===== config.mk =====
export PLATFORM = sky130hd
export DESIGN_NAME = i2cms_status
export DESIGN_NICKNAME = d
export VERILOG_FILES = /design/src/hdl/i2cms_pkg.sv /design/src/hdl/i2cms_status.sv
export VERILOG_INCLUDE_DIRS = /design/src /design/src/hdl
export SDC_FILE = /design/constraint.sdc
export NUM_CORES = 1
export LEC_CHECK = 0
export ABC_AREA = 1
export ABC_CLOCK_PERIOD_IN_PS = 1390
export BUFFER_PORTS_ARGS = -buffer_cell sky130_fd_sc_hd__buf_4
export CORE_MARGIN = 2
export CORE_UTILIZATION = 40
export DETAILED_ROUTE_END_ITERATION = 12
export PLACE_DENSITY = 0.83
export SYNTH_ARGS = -nofsm -noshare
export SYNTH_HDL_FRONTEND = slang
export SYNTH_SLANG_ARGS = --single-unit

===== constraint.sdc =====
create_clock -name clk_sys_i -period 1.39 [get_ports clk_sys_i]
set_input_delay 0.0695 -clock clk_sys_i [delete_from_list [all_inputs] [get_ports clk_sys_i]]
set_output_delay 0.0695 -clock clk_sys_i [all_outputs]
set_load 0.005 [all_outputs]

===== src/hdl/i2cms_map.svh =====
`ifndef I2CMS_MAP_SVH
`define I2CMS_MAP_SVH
// word indices, byte address is four times the index
`define I2CMS_IDX_DATA 12'hF50
`define I2CMS_IDX_STAT 12'hF51
`define I2CMS_IDX_CTL 12'hF52
`define I2CMS_IDX_IRQ_STAT 12'hF58
`define I2CMS_IDX_IRQ_MASK 12'hF59
// status bit positions
`define I2CMS_ST_TXE 7
`define I2CMS_ST_RXF 6
`define I2CMS_ST_ACK 5
`define I2CMS_ST_TEN 4
`define I2CMS_ST_RD 3
`define I2CMS_ST_ASP 2
`define I2CMS_ST_DSP 1
`define I2CMS_ST_NCK 0
// control bit positions
`define I2CMS_CT_EN 7
`define I2CMS_CT_START 6
`define I2CMS_CT_STOP 5
`define I2CMS_CT_TXI 3
// interrupt status and mask bits
`define I2CMS_IRQ_TX 0
`define I2CMS_IRQ_RX 1
`define I2CMS_IRQ_NCK 2
// reset values
`define I2CMS_RST_TXE 1'h1
`define I2CMS_RST_RXF 1'h0
`define I2CMS_RST_FLAG 1'h0
`define I2CMS_RST_BYTE 8'h00
`define I2CMS_RST_IRQ 3'h0
// ten-bit address prefix
`define I2CMS_TEN_PREFIX 5'h1E
`endif


===== src/hdl/i2cms_pkg.sv =====
package i2cms_pkg;
  // events and levels from the shift engine
  typedef struct packed {
    logic addr_load;       // pulse: address loaded after start
    logic first_addr_sent; // pulse: first address byte out
    logic addr_shift;      // level: address bits shifting out
    logic data_shift;      // level: data bits shifting
    logic tx_load;         // pulse: holding byte taken
    logic rx_byte;         // pulse: byte received
    logic ack_valid;       // pulse: ack cycle finished
    logic ack_ok;          // ack result with ack_valid
    logic nack;            // pulse: nack sent or received
    logic start_done;      // pulse: start condition sent
    logic stop_done;       // pulse: stop condition sent
    logic [7:0] shift;     // shift register contents
    logic [7:0] rx_data;   // byte received with rx_byte
  } i2cms_eng_s;
  // control bits toward the shift engine
  typedef struct packed {
    logic enable;
    logic start;
    logic stop;
    logic tx_irq_enable;
    logic ack_stall;
    logic [7:0] tx_byte;
  } i2cms_ctl_s;
endpackage : i2cms_pkg


===== src/hdl/i2cms_status.sv =====
// Our own choice: register access over Avalon-MM.
`timescale 1ns/10ps
`default_nettype none
`include "i2cms_map.svh"
module i2cms_status
(
  input wire logic clk_sys_i,
  input wire logic rst_n_i,
  input wire logic [15:0] avs_address_i,
  input wire logic avs_read_i,
  input wire logic avs_write_i,
  input wire logic [31:0] avs_writedata_i,
  input wire logic [3:0] avs_byteenable_i,
  input wire logic dbg_read_i,
  input wire i2cms_pkg::i2cms_eng_s eng_i,
  output logic [31:0] avs_readdata_o,
  output logic avs_waitrequest_o,
  output i2cms_pkg::i2cms_ctl_s ctl_o,
  output logic irq_o
);

  // bus slave state
  logic done_reg; // request answered on the next edge
  logic [31:0] rdata_reg; // read data, latched one cycle early
  // registers
  logic [7:0] data_reg; // data holding register
  logic en_reg; // controller enable
  logic start_reg; // start request
  logic stop_reg; // stop request
  logic txi_reg; // tx interrupt enable
  // status flags
  logic txe_reg;
  logic rxf_reg;
  logic ack_reg;
  logic ten_reg;
  logic rd_reg;
  logic nck_reg;
  // ack result held while the write stall lasts
  logic pend_reg;
  logic pend_ok_reg;
  // interrupt sticky bits and mask
  logic [2:0] irq_st_reg;
  logic [2:0] irq_mask_reg;

  // address decode
  wire logic [11:0] word_idx = avs_address_i[13:2];
  wire logic addr_ok = (avs_address_i[15:14] == 2'h0) &&
                       (avs_address_i[1:0] == 2'h0);
  wire logic sel_data = addr_ok && (word_idx == `I2CMS_IDX_DATA);
  wire logic sel_stat = addr_ok && (word_idx == `I2CMS_IDX_STAT);
  wire logic sel_ctl = addr_ok && (word_idx == `I2CMS_IDX_CTL);
  wire logic sel_ist = addr_ok && (word_idx == `I2CMS_IDX_IRQ_STAT);
  wire logic sel_imk = addr_ok && (word_idx == `I2CMS_IDX_IRQ_MASK);
  // access takes effect only at the edge where waitrequest is low
  wire logic wr_fire = avs_write_i && done_reg && avs_byteenable_i[0];
  wire logic rd_fire = avs_read_i && done_reg;
  wire logic wr_data = wr_fire && sel_data;
  wire logic wr_ctl = wr_fire && sel_ctl;
  wire logic wr_ist = wr_fire && sel_ist;
  wire logic wr_imk = wr_fire && sel_imk;
  // debugger reads see the data but leave the flag alone
  wire logic rd_data_clr = rd_fire && sel_data && !dbg_read_i;
  wire logic [7:0] wbyte = avs_writedata_i[7:0];
  // software setting start or stop
  wire logic sw_start = wr_ctl && wbyte[`I2CMS_CT_START];
  wire logic sw_stop = wr_ctl && wbyte[`I2CMS_CT_STOP];

  // phase flags are straight views of the engine
  wire logic asp = eng_i.addr_shift;
  wire logic dsp = eng_i.data_shift;

  // status byte as software sees it
  wire logic [7:0] stat_byte = {txe_reg, rxf_reg, ack_reg, ten_reg,
                                rd_reg, asp, dsp, nck_reg};
  wire logic [7:0] ctl_byte = {en_reg, start_reg, stop_reg, 1'h0,
                               txi_reg, 3'h0};

  // read mux; unmapped words read zero, status holds no write path
  wire logic [7:0] rd_mux = sel_data ? data_reg :
                            sel_stat ? stat_byte :
                            sel_ctl ? ctl_byte :
                            sel_ist ? {5'h00, irq_st_reg} :
                            sel_imk ? {5'h00, irq_mask_reg} : 8'h00;

  // one wait state on every access
  assign avs_waitrequest_o = (avs_read_i || avs_write_i) && !done_reg;
  assign avs_readdata_o = rdata_reg;

  // write stall: no next byte, write direction, no start or stop
  wire logic stall = en_reg && txe_reg && !rd_reg &&
                     !start_reg && !stop_reg;
  // ack result now usable: live one, or the held one after release
  wire logic ack_apply = (eng_i.ack_valid || pend_reg) && !stall;
  wire logic ack_val = eng_i.ack_valid ? eng_i.ack_ok : pend_ok_reg;

  // interrupt request levels
  wire logic tx_req = txe_reg && txi_reg && en_reg &&
                      !(dsp && rd_reg) &&
                      !(asp && rd_reg);
  wire logic rx_req = rxf_reg;
  wire logic nck_req = nck_reg;
  wire logic [2:0] irq_src = {nck_req, rx_req, tx_req};

  // ten-bit prefix check on the loaded address
  wire logic ten_hit = eng_i.addr_load &&
                       (eng_i.shift[7:3] == `I2CMS_TEN_PREFIX);
  // nack that counts: no start or stop pending
  wire logic nck_set = eng_i.nack && !start_reg && !stop_reg;

  // flag next values
  logic txe_next;
  logic rxf_next;
  logic ack_next;
  logic ten_next;
  logic rd_next;
  logic nck_next;
  logic pend_next;
  logic pend_ok_next;
  logic [2:0] irq_st_next;

  // tx empty: a new byte from software wins over the engine taking one
  always_comb
  begin
    txe_next = txe_reg;
    if (wr_data)
      txe_next = 1'h0;
    else if (eng_i.tx_load || !en_reg)
      txe_next = 1'h1;
  end

  // rx full: setting wins over a clearing read
  always_comb
  begin
    rxf_next = rxf_reg;
    if (en_reg && eng_i.rx_byte)
      rxf_next = 1'h1;
    else if (rd_data_clr)
      rxf_next = 1'h0;
  end

  // ack flag: only the ack result or disable touches it
  always_comb
  begin
    ack_next = ack_reg;
    if (!en_reg)
      ack_next = 1'h0;
    else if (ack_apply)
      ack_next = ack_val;
  end

  // ack result parked while stalled
  always_comb
  begin
    pend_next = pend_reg;
    pend_ok_next = pend_ok_reg;
    if (!en_reg)
      pend_next = 1'h0;
    else if (eng_i.ack_valid && stall)
    begin
      pend_next = 1'h1;
      pend_ok_next = eng_i.ack_ok;
    end
    else if (ack_apply)
      pend_next = 1'h0;
  end

  // ten-bit and direction flags, taken when the address loads
  always_comb
  begin
    ten_next = ten_reg;
    rd_next = rd_reg;
    if (eng_i.addr_load)
    begin
      ten_next = ten_hit;
      rd_next = eng_i.shift[0];
    end
    else if (eng_i.first_addr_sent)
      ten_next = 1'h0;
  end

  // nack flag: the set wins over a start or stop write
  always_comb
  begin
    nck_next = nck_reg;
    if (nck_set)
      nck_next = 1'h1;
    else if (sw_start || sw_stop)
      nck_next = 1'h0;
  end

  // sticky interrupt bits, write one to clear, source wins
  always_comb
  begin
    irq_st_next = irq_st_reg;
    if (wr_ist)
      irq_st_next = irq_st_reg & ~avs_writedata_i[2:0];
    irq_st_next = irq_st_next | irq_src;
  end

  // bus answer and read data
  always_ff @(posedge clk_sys_i)
  begin
    if (!rst_n_i)
      done_reg <= 1'h0;
    else
      done_reg <= (avs_read_i || avs_write_i) && !done_reg;
  end

  // read data latched in the wait cycle
  always_ff @(posedge clk_sys_i)
  begin
    if (!rst_n_i)
      rdata_reg <= 32'h00000000;
    else if (avs_read_i && !done_reg)
      rdata_reg <= {24'h000000, rd_mux};
  end

  // data holding register: software byte or received byte
  always_ff @(posedge clk_sys_i)
  begin
    if (!rst_n_i)
      data_reg <= `I2CMS_RST_BYTE;
    else if (eng_i.rx_byte && en_reg)
      data_reg <= eng_i.rx_data;
    else if (wr_data)
      data_reg <= wbyte;
  end

  // control bits; engine clears start and stop, software set wins
  always_ff @(posedge clk_sys_i)
  begin
    if (!rst_n_i)
    begin
      en_reg <= `I2CMS_RST_FLAG;
      start_reg <= `I2CMS_RST_FLAG;
      stop_reg <= `I2CMS_RST_FLAG;
      txi_reg <= `I2CMS_RST_FLAG;
    end
    else
    begin
      if (wr_ctl)
      begin
        en_reg <= wbyte[`I2CMS_CT_EN];
        txi_reg <= wbyte[`I2CMS_CT_TXI];
      end
      start_reg <= sw_start || (start_reg && !eng_i.start_done);
      stop_reg <= sw_stop || (stop_reg && !eng_i.stop_done);
    end
  end

  // status flags
  always_ff @(posedge clk_sys_i)
  begin
    if (!rst_n_i)
    begin
      txe_reg <= `I2CMS_RST_TXE;
      rxf_reg <= `I2CMS_RST_RXF;
      ack_reg <= `I2CMS_RST_FLAG;
      ten_reg <= `I2CMS_RST_FLAG;
      rd_reg <= `I2CMS_RST_FLAG;
      nck_reg <= `I2CMS_RST_FLAG;
    end
    else
    begin
      txe_reg <= txe_next;
      rxf_reg <= rxf_next;
      ack_reg <= ack_next;
      ten_reg <= ten_next;
      rd_reg <= rd_next;
      nck_reg <= nck_next;
    end
  end

  // parked ack result
  always_ff @(posedge clk_sys_i)
  begin
    if (!rst_n_i)
    begin
      pend_reg <= 1'h0;
      pend_ok_reg <= 1'h0;
    end
    else
    begin
      pend_reg <= pend_next;
      pend_ok_reg <= pend_ok_next;
    end
  end

  // interrupt status and mask
  always_ff @(posedge clk_sys_i)
  begin
    if (!rst_n_i)
    begin
      irq_st_reg <= `I2CMS_RST_IRQ;
      irq_mask_reg <= `I2CMS_RST_IRQ;
    end
    else
    begin
      irq_st_reg <= irq_st_next;
      if (wr_imk)
        irq_mask_reg <= avs_writedata_i[2:0];
    end
  end

  // level interrupt while any unmasked sticky bit stands
  assign irq_o = |(irq_st_reg & irq_mask_reg);

  // control toward the engine
  assign ctl_o.enable = en_reg;
  assign ctl_o.start = start_reg;
  assign ctl_o.stop = stop_reg;
  assign ctl_o.tx_irq_enable = txi_reg;
  assign ctl_o.ack_stall = stall;
  assign ctl_o.tx_byte = data_reg;
endmodule : i2cms_status
`default_nettype wire


== After elaboration in Yosys (flattened, before gate mapping) ==
Cells that the tools add are included.

* Magnitude comparators: 0
* Reduce and logical (&&, ||, !) cells: 65
* Divide/modulo/power cells: 0
* Multipliers: 0
* Bitwise logic cells: 4
* Muxes and demuxes: 19
* Shift operators: 0
* Eq/ne operators: 6
* Add/sub/neg operators: 0

{| class="wikitable"
|+ Operators by type and width
! operator !! number
|-
| $eq A12 B12 Y1 const B || 5
|-
| $mux W8 || 5
|-
| $logic_and A1 B1 Y1 || 37
|-
| $reduce_bool A2 Y1 || 6
|-
| $logic_not A1 Y1 || 11
|-
| $mux W1 || 11
|-
| $mux W3 || 3
|-
| $and A3 B3 Y3 || 2
|-
| $logic_or A1 B1 Y1 || 6
|-
| $eq A5 B5 Y1 const B || 1
|-
| $logic_not A2 Y1 || 2
|-
| $reduce_and A2 Y1 || 2
|-
| $not A3 Y3 || 1
|-
| $or A3 B3 Y3 || 1
|-
| $reduce_or A3 Y1 || 1
|}

* Bits in registers: 35
* Bits in writable memories: 0
* Bits in latches: 0
* Input bits: 84
* Memories: 0
* ROM bits: 0
* Word-level logic and storage cells: 111
* Output and inout bits: 47

== Depth between registers and ports, before layout ==
* Depth after elaboration: 8
* Gate-level depth with buffers: 11
* Mapped depth without buffers: 11

== Worst setup path before layout ==
Ideal clock, no wire load.

* Path kind: flip-flop to flip-flop
* From: register en_reg
* To: register data_reg[6]
* Clock period less this slack: 1.176 ns
* Arrival: 1.062 ns
* Cell stages (with the launch flop): 5
* Path buffers: 0
* Data required time: 1.277 ns
* Library setup time: 0.113 ns
* Path slack: 0.214 ns
* Cells stage by stage: dfxtp_1 -> nand2_2 -> mux2_2 -> nor2_2 -> nor2_1

* Word-level cells in the longest chain between the ends: 2

{| class="wikitable"
|+ Ends and longest elaborated chain
! what !! line !! RTL
|-
| from (decl) || i2cms_status.sv:27 || <nowiki>logic en_reg;</nowiki>
|-
| from (signal assigned) || i2cms_status.sv:234 || <nowiki>en_reg <= `I2CMS_RST_FLAG;</nowiki>
|-
| from (signal assigned) || i2cms_status.sv:243 || <nowiki>en_reg <= wbyte[`I2CMS_CT_EN];</nowiki>
|-
| $logic_and A1 B1 Y1 * || i2cms_status.sv:223 || <nowiki>else if (eng_i.rx_byte && en_reg)</nowiki>
|-
| $mux W8 / $reduce_bool A2 Y1 (equally long branches) || -- ||
|-
| to (signal assigned) || i2cms_status.sv:222 || <nowiki>data_reg <= `I2CMS_RST_BYTE;</nowiki>
|-
| to (signal assigned) || i2cms_status.sv:224 || <nowiki>data_reg <= eng_i.rx_data;</nowiki>
|-
| to (signal assigned) || i2cms_status.sv:226 || <nowiki>data_reg <= wbyte;</nowiki>
|-
| to (decl) || i2cms_status.sv:26 || <nowiki>logic [7:0] data_reg;</nowiki>
|}

Mark *: on every way between the ends. The rest lies on a longest branch, timed or not.
A chain may end at the register's enable or synchronous reset.

==> results.cfg <==
[critical_path]
crit_path_start = rd_reg
reg2reg_from = en_reg
critPathKind = flop to output port
endpoint_kind = output port
worst-path-max-fanout = 4
worstPathArrival_ns = 1.22
cp.required_ns = 1.32
startpoint_type = flop

[pwr]
power.density_nw_per_um2 = 787.3
vdd_drop_max_v = 0.0007454
leakagePower_nw = 1.427

[final_layout]
final_cells = 454
num_antenna_cells = 0
stdcell_area_sq_um = 2858
drive_gt1_share_pct = 33.59
most-common-layout-cells = 90 x buf_4, 49 x nand2_1, 35 x dfxtp_1
area_delta_synth_final_pct = 35.31
layout_commonest_cell = buf_4
final_nets = 467

[sta]
rsz0062_at_grt = no
hold_viol_final = 0
setup_viol = 0
whs_ns = 0.03450
skew_ns = 0.004665
fin_setup_tns_ns = 0
fin_crit_sh_pct = 92.64
timing.fmax_mhz = 776.6
report.final.slew_viol_count = 0
final.min_clock_period_ns = 1.288

[clock_tree]
cts_tree = built
cts_buffers = 5
clock_latency_ns = 0.29
post-cts-setup-buffers = 0
htreeDepth = 2
cts.clk_slew.worst_paths_ns = 0.07
cts_sinks = 35
cts_buffer_depth = 2
root_buffer = clkbuf_8

[logic_synthesis]
synth.ff_latch_count = 35
ys_top_cells_by_area = dfxtp_1 33%, buf_4 11%, nand2_1 8.7%
synth_cell_type_count = 35
yosys_warnings = 0
synth_area_sq_um = 2112
yosys.area.top_type = dfxtp_1
synth_cells = 295
ys_seq_area_share_pct = 33.18
syn_area_per_cell_sq_um = 7.159
synth_top_area_share_pct = 33.18

[floorplanning]
die_w_um = 76.67
core_sq_um = 5107
io_pins = 131
start_util_pct = 41.35
rows = 26
die_h_um = 76.67
die_area_sq_um = 5878

[place]
place_hpwl_mm = 4.347
gp_congestion = 0.8664
port_buffers = 77
placed_cell_area_sq_um = 2711
dp.cells = 444

[route]
drt_iter0_markers = 92
ant_nets = 0
routed_wl_mm = 5.494
first_pass_iters = 4
drc = 0
viasPerCell = 4.716
detail_route.wl_per_cell_um = 12.10
vias = 2141

[grt]
grt_pass1_vias = 2053
antenna_found_initial = 0
grtUsageTotal_pct = 19.00
grt_max_degree = 20
grt_pass1_wl_mm = 9.004
grt-ovfl-total = 0

[worst_hold_path]
min_from = eng_i[25]
worst_hold_path_type = input port to flop

[status]
status = complete, no violations

[flow_run]
maxCapViolations = 0
-- report_power, final --
group	internal (W)	switching, W
combinational	0.000151	0.000129
sequential	0.00101	0.00000997
clock	0.000580	0.000366
total	0.00174	0.000506
-- layer usage --
layer / up-vias / share of wire (%) / global-route usage [%]
li1: 1082 / - / -
met2: 95 / 50 / 33.07
met1: 954 / 40 / 22.04
met3: 10 / 8.4 / 4.941
met5: - / 0 / 0
met4: 0 / 1.9 / 7.818
-- timing repair --
action	4_1_cts	5_1_grt
hold buffers	2	0
hold endpoints to repair	2	0
gates resized for setup	0	1
endpoints found under the setup margin	0	2
-- cells by family (layout without fill, tap and decap cells) --
kind of cell / Yosys count / after routing / share of synthesized area [%]
other: 1 / 24 / 0.1776
buffers and inverters: 67 / 133 / 17.83
AND/OR/NAND/NOR: 132 / 132 / 31.34
AO/OA/AOI/OAI: 52 / 52 / 13.21
flip-flops: 35 / 35 / 33.18
multiplexers: 8 / 8 / 4.266
-- cells in the mapped netlist --
| master | number |
|---|---|
| or2_2 | 2 |
| nor2_2 | 4 |
| nor2_1 | 33 |
| buf_4 | 30 |
| nand3b_4 | 1 |
| o21ai_1 | 8 |
| nor3b_1 | 1 |
| nand3_1 | 24 |
| nand2_8 | 1 |
| inv_1 | 29 |
| dfxtp_1 | 35 |
| nor2_8 | 1 |
| inv_4 | 1 |
| clkbuf_2 | 1 |
| nand2_2 | 2 |
| o211ai_1 | 1 |
| nand2_1 | 49 |
| buf_2 | 1 |
| and2_1 | 1 |
| a21oi_2 | 3 |
| nor3_1 | 2 |
| o31ai_1 | 1 |
| a211oi_1 | 1 |
| clkinv_1 | 1 |
| nor2_4 | 3 |
| nand4_1 | 5 |
| buf_1 | 1 |
| buf_6 | 1 |
| mux2_2 | 8 |
| nand2_4 | 2 |
| inv_2 | 2 |
| o21ai_0 | 16 |
| conb_1 | 1 |
| a21oi_1 | 22 |
| nor4_2 | 1 |
-- layout make-up --
class | count | area, sq um
Multi-Input combinational cell | 216 | 1130
Fill cell | 484 | 2250
Inverter | 33 | 126.4
Clock buffer | 6 | 82.58
Sequential cell | 35 | 700.7
Clock inverter | 2 | 35.03
Timing Repair Buffer | 92 | 695.7
Tap cell | 70 | 87.58
-- worst paths after layout --
kind | to | slack, ns | cells past startpoint
worst max-delay path | ctl_o[8] | 0.10 | 2
worst max register to register | data_reg[6] | 0.12 | 4
worst min-delay path | ten_reg | 0.03 | 4
worst min register to register | pend_ok_reg | 0.45 | 2
-- critical path, stage by stage, from the launching register on --
cell,delay [ns]
dfxtp_1,0.39
nor4_4,0.37
buf_4,0.17
-- metrics by stage --
stage	worst slack [ns]	util, %	total power, W
after floorplan	0.2144	-	0.001200
after global placement	0.03954	53.09	0.001313
after detailed placement	0.01169	53.09	0.001319
after CTS	0.02770	55.78	0.002263
after global routing	0.02685	55.95	0.002332
final	0.1023	55.95	0.002250
Note: power is estimated with default switching activity, not from simulation.
